--- config.mk ---
export PLATFORM = sky130hd
export DESIGN_NAME = csb_status
export DESIGN_NICKNAME = d
export VERILOG_FILES = /design/src/csb_pkg.sv /design/src/csb_carrier.sv /design/src/csb_status.sv
export SDC_FILE = /design/constraint.sdc
export NUM_CORES = 1
export LEC_CHECK = 0
export ABC_AREA = 0
export ABC_CLOCK_PERIOD_IN_PS = 7600
export BUFFER_PORTS_ARGS = -buffer_cell sky130_fd_sc_hd__buf_2
export CAP_MARGIN = 20
export CORE_MARGIN = 5
export CORE_UTILIZATION = 45
export CTS_CLUSTER_DIAMETER = 100
export DETAILED_ROUTE_END_ITERATION = 12
export PLACE_DENSITY = 0.69
export SYNTH_ARGS = -nofsm -noshare
export SYNTH_HDL_FRONTEND = slang
export SYNTH_SLANG_ARGS = --single-unit
export TNS_END_PERCENT = 10
--- constraint.sdc ---
create_clock -name ref_clk -period 7.6 [get_ports ref_clk]
set_input_delay 0.38 -clock ref_clk [delete_from_list [all_inputs] [get_ports ref_clk]]
set_output_delay 0.38 -clock ref_clk [all_outputs]
set_load 0.1 [all_outputs]
--- src/csb_pkg.sv ---
package csb_pkg;

	// clock and timing figures
	localparam longint CLK_HZ = 64'd20_000_000;
	localparam longint CARRIER_HZ = 64'd35_000;
	localparam longint BLINK_SLOW_HZ = 64'd1;
	localparam longint BLINK_FAST_HZ = 64'd4;
	localparam longint BAD_BATT_S = 64'd1800;
	localparam longint SAFETY_S = 64'd14400;

	// derived cycle counts
	localparam int CARRIER_W = 10;
	localparam logic [CARRIER_W-1:0] CARRIER_CYC = CARRIER_W'(CLK_HZ / CARRIER_HZ);
	localparam logic [CARRIER_W-1:0] DUTY_6_CYC = CARRIER_W'((CLK_HZ / CARRIER_HZ) * 6 / 100);
	localparam logic [CARRIER_W-1:0] DUTY_94_CYC = CARRIER_W'((CLK_HZ / CARRIER_HZ) * 94 / 100);
	localparam logic [CARRIER_W-1:0] DUTY_12_CYC = CARRIER_W'((CLK_HZ / CARRIER_HZ) * 12 / 100);
	localparam logic [CARRIER_W-1:0] DUTY_88_CYC = CARRIER_W'((CLK_HZ / CARRIER_HZ) * 88 / 100);
	localparam int BLINK_W = 32;
	localparam logic [BLINK_W-1:0] SLOW_HALF_CYC = BLINK_W'(CLK_HZ / (2 * BLINK_SLOW_HZ));
	localparam logic [BLINK_W-1:0] FAST_HALF_CYC = BLINK_W'(CLK_HZ / (2 * BLINK_FAST_HZ));
	localparam int TIMER_W = 40;
	localparam logic [TIMER_W-1:0] BAD_BATT_CYC = TIMER_W'(CLK_HZ * BAD_BATT_S);
	localparam logic [TIMER_W-1:0] SAFETY_CYC = TIMER_W'(CLK_HZ * SAFETY_S);

	// register map, word indices
	localparam int ADDR_W = 3;
	localparam int DATA_W = 8;
	localparam logic [ADDR_W-1:0] REG_CTRL = 3'h0;
	localparam logic [ADDR_W-1:0] REG_STATE = 3'h1;
	localparam logic [ADDR_W-1:0] REG_EVT_STATUS = 3'h2;
	localparam logic [ADDR_W-1:0] REG_EVT_CLEAR = 3'h3;
	localparam logic [ADDR_W-1:0] REG_EVT_ENABLE = 3'h4;
	localparam logic [DATA_W-1:0] CTRL_RESET = 8'h00;
	localparam logic [DATA_W-1:0] EVT_ENABLE_RESET = 8'h00;

	// ctrl bits
	localparam int CTRL_CHARGE_BIT = 0;
	localparam int CTRL_OTG_BIT = 1;

	// event bits
	localparam int EVT_W = 5;
	localparam int EVT_START_BIT = 0;
	localparam int EVT_DONE_BIT = 1;
	localparam int EVT_BAD_BIT = 2;
	localparam int EVT_TEMP_BIT = 3;
	localparam int EVT_OTG_BIT = 4;

	typedef enum logic [1:0] {
		CSB_IDLE = 2'b00,
		CSB_CHARGE = 2'b01,
		CSB_DONE = 2'b10,
		CSB_BAD = 2'b11
	} csb_state_t;

	typedef enum logic [1:0] {
		PAT_OFF = 2'b00,
		PAT_ON = 2'b01,
		PAT_TEMP = 2'b10,
		PAT_FAULT = 2'b11
	} csb_pat_t;

	typedef struct packed {
		logic rd;
		logic wr;
		logic [ADDR_W-1:0] addr;
		logic [DATA_W-1:0] wdata;
	} csb_bus_req_t;

	typedef struct packed {
		logic battery_below_trickle;
		logic float_reached;
		logic current_below_c10;
		logic input_current_limit;
		logic too_hot;
		logic too_cold;
		logic thermistor_grounded;
		logic otg_short;
		logic recharge_request;
	} csb_sense_t;

endpackage : csb_pkg

--- src/csb_carrier.sv ---
module csb_carrier
(
	// clock and reset
	input wire logic ref_clk,
	input wire logic nrst,
	// duty in carrier cycles
	input wire logic [csb_pkg::CARRIER_W-1:0] duty,
	// high while the pin is to be pulled low
	output logic pull_low
);
	import csb_pkg::*;

	logic [CARRIER_W-1:0] cnt_reg;
	logic [CARRIER_W-1:0] cnt_next;
	logic pull_low_next;
	wire logic wrap = (cnt_reg == CARRIER_CYC - 10'h001);

	// free running carrier, no reset on duty change so the period never stretches
	assign cnt_next = wrap ? '0 : cnt_reg + 10'h001;
	assign pull_low_next = (cnt_next < duty);

	always_ff @(posedge ref_clk or negedge nrst)
	begin
		if (!nrst)
		begin
			cnt_reg <= '0;
			pull_low <= 1'b0;
		end
		else
		begin
			cnt_reg <= cnt_next;
			pull_low <= pull_low_next;
		end
	end

	// the full 571-cycle period is too long for a plain delay, so wrap and range are checked apart
	carrier_wrap_a: assert property (@(posedge ref_clk) disable iff (!nrst)
		wrap |=> (cnt_reg == '0))
		else $error("carrier does not restart after its last count");
	carrier_range_a: assert property (@(posedge ref_clk) disable iff (!nrst)
		cnt_reg < CARRIER_CYC)
		else $error("carrier count beyond its period");
	duty_low_a: assert property (@(posedge ref_clk) disable iff (!nrst)
		(cnt_reg == 10'h000) && $stable(duty) |-> pull_low == (duty != '0))
		else $error("carrier output does not follow duty at period start");

endmodule : csb_carrier

--- src/csb_status.sv ---
// Function
// - hold the status pin low throughout a normal charge cycle
// - release the pin once float voltage and one-tenth current are reached
// - faults toggle the pin at 35kHz with duty alternating slowly
// - temperature fault alternates 6% and 94% duty at 1Hz, half each
// - bad battery alternates 12% and 88% duty at 4Hz, half each
// - bad battery when below trickle threshold continuously for half an hour
// - bad battery timeout ends the charge cycle and shows the fault
// - ignore the one-tenth current indication while input is current limited
// - on-the-go bus short shows the same 4Hz 12%/88% pattern
// - too hot or too cold pauses charging and freezes the float safety timer
// - grounded thermistor sense disables all temperature qualification
//
// The implementer's own choices: the plain strobed port and the placing of the registers.
module csb_status #(
	parameter logic [csb_pkg::BLINK_W-1:0] SLOW_HALF = csb_pkg::SLOW_HALF_CYC,
	parameter logic [csb_pkg::BLINK_W-1:0] FAST_HALF = csb_pkg::FAST_HALF_CYC,
	parameter logic [csb_pkg::TIMER_W-1:0] BAD_BATT = csb_pkg::BAD_BATT_CYC,
	parameter logic [csb_pkg::TIMER_W-1:0] SAFETY = csb_pkg::SAFETY_CYC
)
(
	// clock and reset
	input wire logic ref_clk,
	input wire logic nrst,
	// register port
	input wire csb_pkg::csb_bus_req_t bus,
	output logic [csb_pkg::DATA_W-1:0] rdata,
	output logic irq,
	// charger qualifiers
	input wire csb_pkg::csb_sense_t sense,
	output logic charge_enable,
	output logic safety_timer_run,
	// open-drain status pin
	input wire logic charge_status_n_i,
	output logic charge_status_n_o,
	output logic charge_status_n_oe_n
);
	import csb_pkg::*;

	function automatic logic [CARRIER_W-1:0] duty_of(input csb_pat_t pat, input logic hi);
		logic [CARRIER_W-1:0] d;
		d = '0;
		unique case (pat)
			PAT_OFF: d = '0;
			PAT_ON: d = CARRIER_CYC;
			PAT_TEMP: d = hi ? DUTY_94_CYC : DUTY_6_CYC;
			PAT_FAULT: d = hi ? DUTY_88_CYC : DUTY_12_CYC;
		endcase
		return d;
	endfunction : duty_of

	// registers
	csb_state_t state_reg;
	csb_state_t state_next;
	csb_pat_t pat_reg;
	csb_pat_t pat_next;
	logic [DATA_W-1:0] ctrl_reg;
	logic [DATA_W-1:0] ctrl_next;
	logic [EVT_W-1:0] evt_reg;
	logic [EVT_W-1:0] evt_next;
	logic [EVT_W-1:0] evt_en_reg;
	logic [EVT_W-1:0] evt_en_next;
	logic charge_en_d_reg;
	logic otg_fault_d_reg;
	logic [TIMER_W-1:0] bad_cnt_reg;
	logic [TIMER_W-1:0] bad_cnt_next;
	logic [TIMER_W-1:0] safety_cnt_reg;
	logic [TIMER_W-1:0] safety_cnt_next;
	logic [BLINK_W-1:0] blink_cnt_reg;
	logic [BLINK_W-1:0] blink_cnt_next;
	logic blink_hi_reg;
	logic blink_hi_next;
	logic oe_n_next;
	logic [DATA_W-1:0] rdata_next;
	logic pwm_low;

	// qualifiers
	wire logic charge_on = ctrl_reg[CTRL_CHARGE_BIT];
	wire logic otg_on = ctrl_reg[CTRL_OTG_BIT];
	wire logic temp_fault = (sense.too_hot | sense.too_cold) & ~sense.thermistor_grounded;
	wire logic charging = (state_reg == CSB_CHARGE);
	wire logic otg_fault = otg_on & sense.otg_short;
	wire logic c10_done = sense.float_reached & sense.current_below_c10
		& ~sense.input_current_limit;
	wire logic start_evt = charge_on & ~charge_en_d_reg
		| charge_on & sense.recharge_request & (state_reg == CSB_DONE);
	wire logic bad_run = charging & sense.battery_below_trickle & ~temp_fault;
	wire logic bad_expire = bad_run & (bad_cnt_reg == BAD_BATT - 40'h1);
	// the safety timer only runs in float and stands still while temperature is bad
	wire logic safety_run = charging & sense.float_reached & ~temp_fault;
	wire logic safety_expire = safety_run & (safety_cnt_reg == SAFETY - 40'h1);

	// charge state
	always_comb
	begin
		state_next = state_reg;
		if (!charge_on)
			state_next = CSB_IDLE;
		else if (start_evt)
			state_next = CSB_CHARGE;
		else if (bad_expire)
			state_next = CSB_BAD;
		else if (safety_expire)
			state_next = CSB_DONE;
	end

	// bad battery timer restarts whenever the battery climbs over the threshold
	assign bad_cnt_next = (start_evt | ~charging | ~sense.battery_below_trickle) ? '0 :
		bad_run ? bad_cnt_reg + 40'h1 : bad_cnt_reg;
	assign safety_cnt_next = (start_evt | ~charging) ? '0 :
		safety_run ? safety_cnt_reg + 40'h1 : safety_cnt_reg;

	// pin pattern, fast faults take priority so a bad battery is never hidden
	always_comb
	begin
		if (state_reg == CSB_BAD || otg_fault)
			pat_next = PAT_FAULT;
		else if (charging && temp_fault)
			pat_next = PAT_TEMP;
		else if (charging && !c10_done)
			pat_next = PAT_ON;
		else
			pat_next = PAT_OFF;
	end

	// blink counter restarts on a pattern change so each half is whole
	wire logic [BLINK_W-1:0] half_cyc = (pat_reg == PAT_TEMP) ? SLOW_HALF : FAST_HALF;
	wire logic blink_wrap = (blink_cnt_reg == half_cyc - 32'h1);
	assign blink_cnt_next = (pat_next != pat_reg || blink_wrap) ? '0 :
		blink_cnt_reg + 32'h1;
	assign blink_hi_next = (pat_next != pat_reg) ? 1'b0 :
		blink_wrap ? ~blink_hi_reg : blink_hi_reg;

	csb_carrier u_carrier (
		.ref_clk(ref_clk),
		.nrst(nrst),
		.duty(duty_of(pat_reg, blink_hi_reg)),
		.pull_low(pwm_low)
	);

	// steady patterns bypass the carrier so charging is a clean 100%
	assign oe_n_next = (pat_reg == PAT_ON) ? 1'b0 :
		(pat_reg == PAT_OFF) ? 1'b1 : ~pwm_low;

	// register bus
	wire logic wr_ctrl = bus.wr && bus.addr == REG_CTRL;
	wire logic wr_clear = bus.wr && bus.addr == REG_EVT_CLEAR;
	wire logic wr_enable = bus.wr && bus.addr == REG_EVT_ENABLE;
	wire logic [EVT_W-1:0] evt_set = {
		otg_fault & ~otg_fault_d_reg,
		(pat_next == PAT_TEMP) & (pat_reg != PAT_TEMP),
		bad_expire,
		(pat_reg == PAT_ON) & (pat_next == PAT_OFF),
		start_evt
	};
	assign ctrl_next = wr_ctrl ? bus.wdata : ctrl_reg;
	assign evt_en_next = wr_enable ? bus.wdata[EVT_W-1:0] : evt_en_reg;
	// a new event wins over a clear in the same cycle
	assign evt_next = (evt_reg & ~(wr_clear ? bus.wdata[EVT_W-1:0] : '0)) | evt_set;
	wire logic [DATA_W-1:0] state_view = {1'b0, charge_enable, charge_status_n_i,
		blink_hi_reg, pat_reg, state_reg};
	always_comb
	begin
		rdata_next = '0;
		if (bus.rd)
		begin
			unique case (bus.addr)
				REG_CTRL: rdata_next = ctrl_reg;
				REG_STATE: rdata_next = state_view;
				REG_EVT_STATUS: rdata_next = DATA_W'(evt_reg);
				REG_EVT_ENABLE: rdata_next = DATA_W'(evt_en_reg);
				default: rdata_next = '0;
			endcase
		end
	end

	always_ff @(posedge ref_clk or negedge nrst)
	begin
		if (!nrst)
		begin
			state_reg <= CSB_IDLE;
			pat_reg <= PAT_OFF;
			ctrl_reg <= CTRL_RESET;
			evt_reg <= '0;
			evt_en_reg <= EVT_W'(EVT_ENABLE_RESET);
			charge_en_d_reg <= 1'b0;
			otg_fault_d_reg <= 1'b0;
			bad_cnt_reg <= '0;
			safety_cnt_reg <= '0;
			blink_cnt_reg <= '0;
			blink_hi_reg <= 1'b0;
		end
		else
		begin
			state_reg <= state_next;
			pat_reg <= pat_next;
			ctrl_reg <= ctrl_next;
			evt_reg <= evt_next;
			evt_en_reg <= evt_en_next;
			charge_en_d_reg <= charge_on;
			// a short that starts while a bad battery already blinks must still raise its event
			otg_fault_d_reg <= otg_fault;
			bad_cnt_reg <= bad_cnt_next;
			safety_cnt_reg <= safety_cnt_next;
			blink_cnt_reg <= blink_cnt_next;
			blink_hi_reg <= blink_hi_next;
		end
	end

	// output flops
	always_ff @(posedge ref_clk or negedge nrst)
	begin
		if (!nrst)
		begin
			rdata <= '0;
			irq <= 1'b0;
			charge_enable <= 1'b0;
			safety_timer_run <= 1'b0;
			charge_status_n_o <= 1'b0;
			charge_status_n_oe_n <= 1'b1;
		end
		else
		begin
			rdata <= rdata_next;
			irq <= |(evt_next & evt_en_next);
			charge_enable <= (state_next == CSB_CHARGE) & ~temp_fault;
			safety_timer_run <= safety_run;
			charge_status_n_o <= 1'b0;
			charge_status_n_oe_n <= oe_n_next;
		end
	end

	// checks
	charge_low_a: assert property (@(posedge ref_clk) disable iff (!nrst)
		pat_reg == PAT_ON |=> !charge_status_n_oe_n)
		else $error("pin not held low while charging");
	release_a: assert property (@(posedge ref_clk) disable iff (!nrst)
		charging && c10_done && !temp_fault && !otg_fault |=> pat_reg == PAT_OFF ##1
		charge_status_n_oe_n)
		else $error("pin not released at end of charge");
	temp_duty_a: assert property (@(posedge ref_clk) disable iff (!nrst)
		pat_reg == PAT_TEMP |-> duty_of(pat_reg, blink_hi_reg) ==
		(blink_hi_reg ? 10'd536 : 10'd34))
		else $error("temperature duty wrong");
	fault_duty_a: assert property (@(posedge ref_clk) disable iff (!nrst)
		pat_reg == PAT_FAULT |-> duty_of(pat_reg, blink_hi_reg) ==
		(blink_hi_reg ? 10'd502 : 10'd68))
		else $error("bad battery duty wrong");
	bad_timeout_a: assert property (@(posedge ref_clk) disable iff (!nrst)
		bad_run && charge_on && !start_evt && bad_cnt_reg == BAD_BATT - 40'h1
		|=> state_reg == CSB_BAD)
		else $error("bad battery not declared at timeout");
	bad_ends_a: assert property (@(posedge ref_clk) disable iff (!nrst)
		$rose(state_reg == CSB_BAD) |-> !charge_enable ##1 pat_reg == PAT_FAULT)
		else $error("bad battery did not end charging");
	c10_mask_a: assert property (@(posedge ref_clk) disable iff (!nrst)
		charging && sense.input_current_limit && !temp_fault && !otg_fault
		|=> pat_reg == PAT_ON)
		else $error("end of charge shown during current limit");
	otg_short_a: assert property (@(posedge ref_clk) disable iff (!nrst)
		otg_on && sense.otg_short |=> pat_reg == PAT_FAULT)
		else $error("bus short not shown");
	safety_freeze_a: assert property (@(posedge ref_clk) disable iff (!nrst)
		charging && temp_fault && state_next == CSB_CHARGE && !start_evt
		|=> safety_cnt_reg == $past(safety_cnt_reg) && !charge_enable)
		else $error("charging or safety timer not paused");
	ntc_off_a: assert property (@(posedge ref_clk) disable iff (!nrst)
		sense.thermistor_grounded && charging && !otg_fault && !sense.input_current_limit
		&& !sense.float_reached |=> pat_reg == PAT_ON)
		else $error("temperature acted with sense grounded");
	blink_half_a: assert property (@(posedge ref_clk) disable iff (!nrst)
		blink_wrap && pat_next == pat_reg |=> blink_hi_reg != $past(blink_hi_reg)
		&& blink_cnt_reg == '0)
		else $error("blink half period wrong");

	temp_seen_c: cover property (@(posedge ref_clk) disable iff (!nrst)
		pat_reg == PAT_TEMP ##1 blink_hi_reg);
	bad_seen_c: cover property (@(posedge ref_clk) disable iff (!nrst)
		state_reg == CSB_BAD);
	done_seen_c: cover property (@(posedge ref_clk) disable iff (!nrst)
		pat_reg == PAT_ON ##1 pat_reg == PAT_OFF);
	irq_seen_c: cover property (@(posedge ref_clk) disable iff (!nrst) $rose(irq));

endmodule : csb_status

# Word level (Yosys, flattened, before mapping)
# Index checks and enable logic that the tools add are counted.
dict set report totals {
  ff_bits 160
  out_inout_bits 13
}
dict set report classes {
  addsub 5
  n_lt_le_gt_ge 1
  eq_ne 18
  n_mux 25
  bitwise_logic 34
  reduce_logical 15
}
# op count
set op_table {}
lappend op_table {{$mux W40} 4}
lappend op_table {{$add A40 B1 Y40 const B} 2}
lappend op_table {{$eq A40 B36 Y1 const B} 1}
lappend op_table {{$eq A40 B39 Y1 const B} 1}
lappend op_table {{$pmux W10 S4} 1}
lappend op_table {{$add A32 B1 Y32 const B} 1}
lappend op_table {{$eq A32 B32 Y1} 1}
lappend op_table {{$mux W32} 1}
lappend op_table {{$pmux W8 S4} 1}
lappend op_table {{$sub A24 B1 Y25 const B} 1}
lappend op_table {{$mux W24} 1}
lappend op_table {{$mux W10} 2}
lappend op_table {{$and A1 B1 Y1} 17}
lappend op_table {{$mux W2} 6}
lappend op_table {{$add A10 B1 Y10 const B} 1}
lappend op_table {{$and A5 B5 Y5} 2}
lappend op_table {{$eq A10 B10 Y1 const B} 1}
lappend op_table {{$eq A2 B2 Y1 const B} 5}
lappend op_table {{$lt A10 B10 Y1} 1}
lappend op_table {{$mux W5} 2}
lappend op_table {{$mux W9} 1}
lappend op_table {{$not A1 Y1} 9}
lappend op_table {{$mux W8} 1}
lappend op_table {{$eq A2 B1 Y1 const B} 3}
lappend op_table {{other kinds (16)} 32}

# Longest topological paths before layout
# Gate-level depths: netlist of the first run.
dict set report logic_depth {
  word_depth 12
  depth_mapped 10
  ltp_nobuf 10
}

# Hierarchy
# From an unflattened synthesis of the first run, not the netlist that was laid out.
dict set report unflattened {
  hier_cells 903
  hier_area_um2 8633.3
}
# mod n_inst cells_per_inst area_each_um2 seq_area_each_um2
set modules_own_cells {}
lappend modules_own_cells {csb_status 1 820 7856.3 3729.8}
lappend modules_own_cells {csb_carrier 1 83 777.0 275.3}

# Least setup slack after synthesis of the first run
# OpenSTA, ideal clock, no wires.
dict set report synth_path {
  path_type {flip-flop to flip-flop}
  startpoint {register u_carrier.cnt_reg[2]}
  endpoint {register u_carrier.pull_low}
  setup_time_ns 0.065
  t_arrival_ns 2.374
  required_ns 7.535
  slack_ns 5.162
  path_stages_with_launch 9
  period_less_slack_ns 2.438
  path_cell_list {dfrtp_1 or4_1 nor3_2 nor2_1 ha_1 a21o_1 a21o_1 a221oi_1 o21a_1}
}
dict set report synth_between {
  elab_chain_len 3
  elab_cells_between_ends 4
  classes_between {add/sub: 1; order compare: 1; eq/ne: 1; mux: 1}
}
# item line
set synth_lines {}
lappend synth_lines {{start, declared} csb_carrier.sv:13} ;# logic [CARRIER_W-1:0] cnt_reg;
lappend synth_lines {{start signal, assigned} csb_carrier.sv:31} ;# cnt_reg <= cnt_next;
lappend synth_lines {{$add A10 B1 Y10 / $eq A10 B10 Y1 (equally long branches)} {csb_carrier.sv:19, csb_carrier.sv:16}}
lappend synth_lines {{$mux W10 *} csb_carrier.sv:19} ;# assign cnt_next = wrap ? '0 : cnt_reg + 10'h001;
lappend synth_lines {{via u_carrier.cnt_next[3]} csb_carrier.sv:14} ;# logic [CARRIER_W-1:0] cnt_next;
lappend synth_lines {{$lt A10 B10 Y1 *} csb_carrier.sv:20} ;# assign pull_low_next = (cnt_next < duty);
lappend synth_lines {{via u_carrier.pull_low_next} csb_carrier.sv:15} ;# logic pull_low_next;
lappend synth_lines {{end signal, assigned} csb_carrier.sv:32} ;# pull_low <= pull_low_next;
lappend synth_lines {{end, declared} csb_carrier.sv:9} ;# output logic pull_low
# The timed path passes the listed nets; every way through them passes the cells marked *.
# A chain may end at the register's enable or synchronous reset.

# Worst setup path after layout of the first run
# Same ends and word-level chain as after synthesis.

==> results of run 1 <==
worst max-delay path, stage by stage, from the launching register on:
cell	delay, ns
dfrtp_1	0.41
or4_1	0.54
nor3_2	0.43
nor2_1	0.14
ha_1	0.33
a21o_1	0.16
a21o_1	0.16
a221oi_1	0.29
o21a_1	0.14
placed cells by master (no fill, tap or decap), types with 18 or more instances in the layout:
master	n
nand4_1	41
or4_1	20
xnor2_1	39
dfrtp_1	159
nor3_1	21
xor2_1	45
nor4_1	18
nor2_1	109
and3_1	28
o21ai_0	23
or3_1	18
buf_2	35
a21oi_1	39
nand2_1	67
nand3_1	54
logic make-up (layout without fill, tap and decap cells):
family                   after synthesis  after routing  synth area share, %
AO/OA/AOI/OAI                        111            111                 8.28
XOR/XNOR                              84             84                 8.71
adder cells (fa/ha/maj)               14             14                 2.07
multiplexers                          20             20                 2.55
flip-flops                           160            160                 47.4
buffers and inverters                 50             87                 2.58
AND/OR/NAND/NOR                      442            442                 28.3
other                                  1              1               0.0444
worst paths after layout:
path                                                 from                             end  slack (ns)  cells after the start
setup / recovery           u_carrier.cnt_reg[2]$_DFF_PN0_    u_carrier.pull_low$_DFF_PN0_        4.93                      8
hold / removal                                       nrst     bad_cnt_reg[31]$_DFFE_PN0P_        0.03                      1
max in group asynchronous                            nrst  safety_cnt_reg[20]$_DFFE_PN0P_        6.17                      2
min in group ref_clk                               bus[7]         ctrl_reg[7]$_DFFE_PN0P_        0.19                      2
hold reg to reg              u_carrier.pull_low$_DFF_PN0_  charge_status_n_oe_n$_DFF_PN1_        0.41                      1
setup reg to reg           u_carrier.cnt_reg[2]$_DFF_PN0_    u_carrier.pull_low$_DFF_PN0_        4.93                      8
per-layer routing:
layer	global-route usage, %	share of wire, %	wire (um)	up-vias
li1	-	-	-	3236
met1	26.4	48	8840	3323
met2	27.3	47	8700	153
met3	3.73	4.2	775	12
met4	4.71	0.91	168	0
met5	0	0	0	-
power breakdown:
part	switching, uW	total (uW)	internal (uW)
sequential	30.8	926	895
combinational	202	283	81.0
clock	344	884	540
final cells by class:
class	count	area, um^2	area share, %
Sequential cell	160	4010	42.6
Timing Repair Buffer	41	224	2.38
Clock buffer	21	470	5.00
Clock inverter	10	134	1.42
Multi-Input combinational cell	672	4220	44.9
Inverter	15	56.3	0.599
Tap cell	234	293	3.11
through the flow:
| step | setup WS [ns] | cell area, um^2 | utilization [%] | power (uW) |
|---|---|---|---|---|
| after global routing | 4.73 | 9400 | 50.6 | 2190 |
| after floorplan | 5.16 | 8440 | - | 1150 |
| after global placement | 4.96 | 8800 | 47.4 | 1220 |
| after CTS | 4.91 | 9400 | 50.6 | 2110 |
| final | 4.93 | 9400 | 50.6 | 2090 |
| after detailed placement | 4.94 | 8800 | 47.4 | 1230 |
==> run_results.csv, run 1 <==
group,metric,value,unit
power,peakVddDrop,0.143,mV
synth,synth_seq_cells,160,
synth,syn-num-nets,921,
synth,synth-warning-count,0,
placement,dpl.hpwl,12.6,mm
route,viasPerCell,5.83,
route,dr.pass1.iters,6,
sta,fin_skew,0.0143,ns
global_routing,antenna_found_initial,0,
cells_and_area,instances_no_fill,1153,
cells_and_area,fillerInstances,1700,
run_status,status,"finished clean",
clock_tree,cts_tree,"done",
power,p_leak,0.00392,uW
clock_tree,path_clk_slew,0.07,ns
sta,final.setup.tns,0,ns
synth,yosys.cell_types.count,65,
synth,synthTopCellsByArea,"dfrtp_1, nor2_1, xor2_1",
clock_tree,clk_latency,0.43,ns
synth,syn-cell-area,0.00844,mm^2
clock_tree,clock-root-buffer,"clkbuf_16",
floorplan,core.rowCount,50,
synth,netlist_top_cells_count,"dfrtp_1, nor2_1, nand2_1",
global_routing,grt_max_degree,98,
sta,hold_viol,0,
synth,synth_ff_type,"dfrtp_1",
worst_setup_path,path_class,"flip-flop to flip-flop",
worst_setup_path,crit_arrival,3.03,ns
sta,min_period,2.67,ns
global_routing,grt_pass1_wl,32.3,mm
synth,synth_edf_count,0,
route,drc,0,
sta,setup_viol,0,
route,drt-initial-drc-count,395,
worst_setup_path,required,7.96,ns
synth,yosys.cell_count.top_type,"dfrtp_1",
floorplan,die_area,0.0216,mm^2
cells_and_area,syn2layout_area_growth,11.4,%
route,wl_per_cell,16.0,um
synth,yosys.area.top_type,"dfrtp_1",
clock_tree,cts_made_buffers,17,
placement,portBuffers,36,
placement,globalplace.congestion,0.805,
sta,drv_slew,0,
global_routing,grt_use_total,18.0,%
floorplan,die_x,147,um
route,antenna_left,0,
sta,slew_headroom,38.7,%
cells_and_area,layout-drive-gt1-share,10.7,%
placement,place_inst,1122,
clock_tree,cts_setup_buffers,0,
floorplan,core_area,0.0186,mm^2
worst_setup_path,worst_setup_path_start_kind,"flip-flop",
synth,async_reset_ff_share,100,%
worst_setup_path,cp_max_fo,8,
floorplan,initial_core_util,45.4,%
run,maxCapViolations,0,
sta,fin_hold_ws,0.0297,ns
clock_tree,cts_resized,0,
route,routed_wl,18.5,mm
sta,layout_worst_path_cycle_share,35.1,%
clock_tree,cts_hold_buffers,0,
sta,tightest_slew,0.912,ns
cells_and_area,diodes,0,
worst_setup_path,crit_path_end_kind,"flip-flop",
synth,synth_cells,882,
clock_tree,htreeDepth,4,
sta,rsz0062_at_grt,"no",
sta,fmax,374,MHz
synth,yosysSeqAreaShare,47.4,%
power,p_per_area,222,mW/mm^2
clock_tree,cts.sinks,160,
clock_tree,cts_buffer_depth,2,
global_routing,grt_pass1_vias,6456,
min_path,hp-class,"input port to async pin",
synth,syn_avg_cell_area,9.57,um^2
synth,yosysTopAreaCellShare,47.1,%
global_routing,grt-ovfl-total,0,
floorplan,io-pin-count,38,
cells_and_area,final_nets,946,
route,route.vias.total,6724,
floorplan,fp.dieH,147,um
Note: power is estimated with default switching activity, not from simulation.
==> run 2, diff against run 1 <==
--- a/config.mk
+++ b/config.mk
@@ -6,7 +6,7 @@
 export NUM_CORES = 1
 export LEC_CHECK = 0
 export ABC_AREA = 0
-export ABC_CLOCK_PERIOD_IN_PS = 7600
+export ABC_CLOCK_PERIOD_IN_PS = 2600
 export BUFFER_PORTS_ARGS = -buffer_cell sky130_fd_sc_hd__buf_2
 export CAP_MARGIN = 20
 export CORE_MARGIN = 5
==> constraint.sdc (replaced) <==
create_clock -name ref_clk -period 2.6 [get_ports ref_clk]
set_input_delay 0.13 -clock ref_clk [delete_from_list [all_inputs] [get_ports ref_clk]]
set_output_delay 0.13 -clock ref_clk [all_outputs]
set_load 0.1 [all_outputs]
==> run_results.csv, run 2 (synthesized netlist as in run 1, its figures left out) <==
group,metric,value,unit
cells_and_area,layout_commonest_cell,"dfrtp_1",
cells_and_area,final_cell_mix,"dfrtp_1, nor2_1, nand2_1",
clock_tree,clk_latency,0.43,ns
min_path,whs_path_depth,3,
global_routing,antenna_found_initial,0,
global_routing,grt_pass1_vias,6623,
cells_and_area,fillerInstances,1696,
min_path,holdPathEnd,"rdata[6]$_DFF_PN0_",
route,drt-initial-drc-count,452,
clock_tree,cts_setup_buffers,0,
sta,drv_slew,0,
sta,slew_headroom,50.5,%
sta,layout_worst_path_cycle_share,94.2,%
cells_and_area,regArea,0.00401,mm^2
global_routing,grt_pass1_wl,32.8,mm
worst_setup_path,crit_path_end_kind,"flip-flop",
cells_and_area,syn2layout_area_growth,15.1,%
route,wl_per_cell,16.2,um
floorplan,core_area,0.0186,mm^2
min_path,hp-class,"input port to flip-flop",
min_path,hp-start,"bus[12]",
floorplan,die_x,147,um
run,maxCapViolations,0,
route,drc,0,
worst_setup_path,r2r.worst_path.cells,8,
floorplan,initial_core_util,45.4,%
global_routing,grt-ovfl-total,0,
placement,dpl.hpwl,13.0,mm
clock_tree,cts_buffer_depth,2,
worst_setup_path,crit_arrival,2.81,ns
route,route.vias.total,6744,
route,antenna_left,0,
global_routing,grt_use_total,18.3,%
sta,fmax,408,MHz
cells_and_area,multi_input_area,0.00423,mm^2
worst_setup_path,reg2reg_slack,0.15,ns
sta,hold_viol,0,
route,dr.pass1.iters,5,
floorplan,die_area,0.0216,mm^2
sta,fin_skew,0.00796,ns
sta,setup_viol,0,
placement,placed_cell_area,0.00896,mm^2
worst_setup_path,worst_setup_path_start_kind,"flip-flop",
floorplan,io-pin-count,38,
power,p_per_area,660,mW/mm^2
worst_setup_path,cp_max_fo,4,
sta,tightest_slew,0.736,ns
worst_setup_path,path_class,"flip-flop to flip-flop",
floorplan,core.rowCount,50,
clock_tree,cts_tree,"done",
clock_tree,clock-root-buffer,"clkbuf_16",
cells_and_area,diodes,0,
route,viasPerCell,5.72,
clock_tree,htreeDepth,4,
power,p_leak,0.00407,uW
clock_tree,cts_made_buffers,17,
route,routed_wl,19.1,mm
placement,globalplace.congestion,0.828,
placement,portBuffers,36,
sta,fin_hold_ws,0.00659,ns
cells_and_area,stdcell_area,0.00972,mm^2
power,peakVddDrop,0.515,mV
clock_tree,cts.sinks,160,
cells_and_area,final_nets,971,
clock_tree,path_clk_slew,0.06,ns
worst_setup_path,r2r_start,"u_carrier.cnt_reg[2]$_DFF_PN0_",
sta,final.setup.tns,0,ns
worst_setup_path,reg2reg_to,"u_carrier.pull_low$_DFF_PN0_",
cells_and_area,layout-drive-gt1-share,12.1,%
global_routing,grt_max_degree,72,
sta,rsz0062_at_grt,"no",
sta,min_period,2.45,ns
floorplan,fp.dieH,147,um
run_status,status,"finished clean",
worst_setup_path,required,2.97,ns
[run 2: changes by cell type in the layout (fill, tap and decap cells not counted), moves of 2 or more]
cell | previous run | this run
dlygate4sd3_1 | 0 | 9
buf_4 | 5 | 18
clkinv_2 | 4 | 1
buf_12 | 0 | 3
bufinv_16 | 3 | 5
[run 2: worst max-delay path, cell delays in order, from the launching register on]
cell and delay (ns):
dfrtp_1 0.42, or4_1 0.59, nor3_4 0.21, nor2_1 0.10, ha_1 0.32, a21o_1 0.16
a21o_1 0.17, a221oi_1 0.29, o21a_1 0.14
[run 2: layout make-up]
cell class                      instances  share of cell area, %
Multi-Input combinational cell        672                   43.5
Sequential cell                       160                   41.2
Clock buffer                           23                   5.02
Timing Repair Buffer                   66                   4.85
Tap cell                              234                   3.01
Clock inverter                          9                   1.84
Inverter                               15                  0.579
[run 2: metrics by stage]
step	utilization [%]	std cells	setup slack (ns)	total power (uW)
2_1_floorplan	-	882	0.162	3380
6_report	52.3	1179	0.152	6410
3_5_place_dp	48.2	1138	0.0817	3640
4_1_cts	52.3	1179	0.0630	6460
5_1_grt	52.3	1179	0.0372	6680
3_3_place_gp	48.2	1138	0.170	3630
[run 2: repair_timing]
item                       4_1_cts  5_1_grt
setup endpoints to repair        0        1
hold buffers                     9        0
gates resized for setup          0        1
hold endpoints to repair        82        0
[run 2: power by group]
part / internal, uW / switching [uW]
Combinational: 281 / 614
Clock: 1810 / 1010
Sequential: 2620 / 90.4
Total: 4700 / 1710
[run 2: worst max-delay path by stage]
stage / endpoint / slack [ns] / startpoint
global placement: u_carrier.pull_low$_DFF_PN0_ / 0.17 / u_carrier.cnt_reg[2]$_DFF_PN0_
detailed placement: u_carrier.pull_low$_DFF_PN0_ / 0.08 / u_carrier.cnt_reg[2]$_DFF_PN0_
finish: u_carrier.pull_low$_DFF_PN0_ / 0.15 / u_carrier.cnt_reg[2]$_DFF_PN0_
floorplan: u_carrier.pull_low$_DFF_PN0_ / 0.16 / u_carrier.cnt_reg[2]$_DFF_PN0_
global route: u_carrier.pull_low$_DFF_PN0_ / 0.04 / u_carrier.cnt_reg[2]$_DFF_PN0_
CTS: u_carrier.pull_low$_DFF_PN0_ / 0.06 / u_carrier.cnt_reg[2]$_DFF_PN0_
[run 2: per-layer routing]
metal  wire length (um)  global-route usage [%]
met1               9070                    25.8
met4                308                    5.41
met2               8970                    28.6
met3                764                    3.92
met5                  0                       0
==> run 3, diff against run 2 <==
--- a/config.mk
+++ b/config.mk
@@ -6,7 +6,7 @@
 export NUM_CORES = 1
 export LEC_CHECK = 0
 export ABC_AREA = 0
-export ABC_CLOCK_PERIOD_IN_PS = 2600
+export ABC_CLOCK_PERIOD_IN_PS = 3000
 export BUFFER_PORTS_ARGS = -buffer_cell sky130_fd_sc_hd__buf_2
 export CAP_MARGIN = 20
 export CORE_MARGIN = 5
==> constraint.sdc (replaced) <==
create_clock -name ref_clk -period 3 [get_ports ref_clk]
set_input_delay 0.3 -clock ref_clk [delete_from_list [all_inputs] [get_ports ref_clk]]
set_output_delay 0.3 -clock ref_clk [all_outputs]
set_load 0.1 [all_outputs]
==> run_results.csv, run 3 (synthesized netlist as in run 1, its figures left out) <==
group,metric,value,unit
run_status,status,"finished clean",
sta,worst_slack,0.443,ns
route,dr.pass1.iters,5,
clock_tree,clock-root-buffer,"clkbuf_16",
sta,tightest_slew,0.756,ns
global_routing,grt-ovfl-total,0,
route,wl_per_cell,15.8,um
power,p_per_area,540,mW/mm^2
route,drc,0,
cells_and_area,syn2layout_area_growth,12.0,%
clock_tree,cts_tree,"done",
placement,globalplace.congestion,0.828,
worst_setup_path,crit_path_end_kind,"flip-flop",
worst_setup_path,cp_max_fo,5,
worst_setup_path,path_class,"flip-flop to flip-flop",
worst_setup_path,crit_slowest_cell,"or4_1",
sta,fmax,391,MHz
sta,setup_viol,0,
floorplan,core_area,0.0186,mm^2
route,antenna_left,0,
cells_and_area,instances_no_fill,1167,
clock_tree,cts_made_buffers,17,
sta,final.setup.tns,0,ns
route,route.vias.total,6627,
worst_setup_path,worst_setup_path_start_kind,"flip-flop",
sta,fin_hold_ws,0.104,ns
placement,place_inst,1134,
global_routing,grt_pass1_wl,32.3,mm
route,met3RoutedLength,668,um
placement,portBuffers,36,
cells_and_area,layout-drive-gt1-share,11.5,%
route,routed_wl,18.5,mm
placement,dpl.hpwl,13.0,mm
floorplan,die_x,147,um
power,peakVddDrop,0.371,mV
cells_and_area,stdcell_area,0.00946,mm^2
clock_tree,cts.sinks,160,
min_path,hp-class,"input port to flip-flop",
worst_setup_path,reg2reg_slack,0.44,ns
route,dr_wl_met2,8.55,mm
cells_and_area,final_cell_mix,"dfrtp_1, nor2_1, nand2_1",
power,power.share.clock,39.5,%
clock_tree,cts_resized,0,
power,intPower,3650,uW
route,drt-initial-drc-count,422,
sta,layout_worst_path_cycle_share,85.2,%
sta,rsz0062_at_grt,"no",
clock_tree,path_clk_slew,0.06,ns
clock_tree,htreeDepth,4,
clock_tree,cts_buffer_depth,2,
run,maxCapViolations,0,
floorplan,fp.dieH,147,um
global_routing,antenna_found_initial,0,
power,p_seq_share,45.9,%
worst_setup_path,crit_arrival,2.92,ns
global_routing,grt_max_degree,83,
placement,placed_cell_area,0.00890,mm^2
clock_tree,clk_latency,0.43,ns
worst_setup_path,cp_cell_sequence,"or4_1 > nor3_2 > nor2_1 > ha_1 > a21o_1 > a21o_1 > a221oi_1 > o21a_1",
worst_setup_path,critPathMostFrequentCell,"a21o_1",
power,p_leak,0.00395,uW
sta,slew_headroom,49.6,%
cells_and_area,final_nets,959,
route,met1_length,9.09,mm
power,combPwrFrac,14.6,%
sta,min_period,2.56,ns
cells_and_area,layout_commonest_cell,"dfrtp_1",
placement,pre_cts_ws,0.441,ns
power,p_sw_share,28.5,%
floorplan,io-pin-count,38,
cells_and_area,diodes,0,
floorplan,initial_core_util,45.4,%
power,p_sw,1460,uW
route,top_layer,"met4",
floorplan,core.rowCount,50,
floorplan,die_area,0.0216,mm^2
global_routing,grt_use_total,18.0,%
worst_setup_path,required,3.37,ns
worst_setup_path,slowest_delay,0.56,ns
sta,drv_slew,0,
sta,fin_skew,0.0125,ns
global_routing,grt_pass1_vias,6492,
sta,hold_viol,0,
route,viasPerCell,5.68,
run 3: worst max-delay path, delay by kind of cell (launching register included):
| family | cells | cell delay, ns |
|---|---|---|
| AO/OA/AOI/OAI | 4 | 0.76 |
| AND/OR/NAND/NOR | 3 | 1.00 |
| flip-flops | 1 | 0.42 |
| adder cells (fa/ha/maj) | 1 | 0.32 |
run 3: final timing paths:
path,from,endpoint,cells after the start
hold reg to reg,u_carrier.pull_low$_DFF_PN0_,charge_status_n_oe_n$_DFF_PN1_,1
min in group asynchronous,nrst,bad_cnt_reg[31]$_DFFE_PN0P_,2
max in group asynchronous,nrst,blink_cnt_reg[27]$_DFF_PN0_,3
setup / recovery,u_carrier.cnt_reg[2]$_DFF_PN0_,u_carrier.pull_low$_DFF_PN0_,8
hold / removal,bus[5],ctrl_reg[5]$_DFFE_PN0P_,2
setup reg to reg,u_carrier.cnt_reg[2]$_DFF_PN0_,u_carrier.pull_low$_DFF_PN0_,8
run 3: per-stage QoR:
| step | power [uW] | util [%] |
|---|---|---|
| finish | 5110 | 50.9 |
| global route | 5370 | 50.9 |
| CTS | 5160 | 50.9 |
| detailed placement | 3140 | 47.9 |
| global placement | 3130 | 47.9 |
| floorplan | 2930 | - |
run 3: what timing repair did:
item                                   CTS  global route
hold buffers                             1             0
endpoints found under the hold margin   78             0
setup buffers                            0             0
run 3: layout make-up:
cell class	instances	area (um^2)
Inverter	15	56.3
Tap cell	234	293
Multi-Input combinational cell	672	4220
Clock inverter	9	86.3
Timing Repair Buffer	54	337
Sequential cell	160	4010
Fill cell	1671	9120
Clock buffer	23	458
run 3: power by group through the flow:
| stage | registers [uW] | logic (uW) | clock network [uW] |
|---|---|---|---|
| after global placement | 2380 | 748 | 0 |
| after floorplan | 2500 | 427 | 0 |
| after global routing | 2360 | 827 | 2180 |
| final | 2350 | 747 | 2020 |
| after detailed placement | 2390 | 751 | 0 |
| after CTS | 2350 | 755 | 2060 |
run 3: metal layers:
metal / vias up / global-route usage [%]
met1: 3240 / 25.5
met2: 105 / 28.4
met5: - / 0
met4: 0 / 4.43
li1: 3271 / -
met3: 11 / 3.98
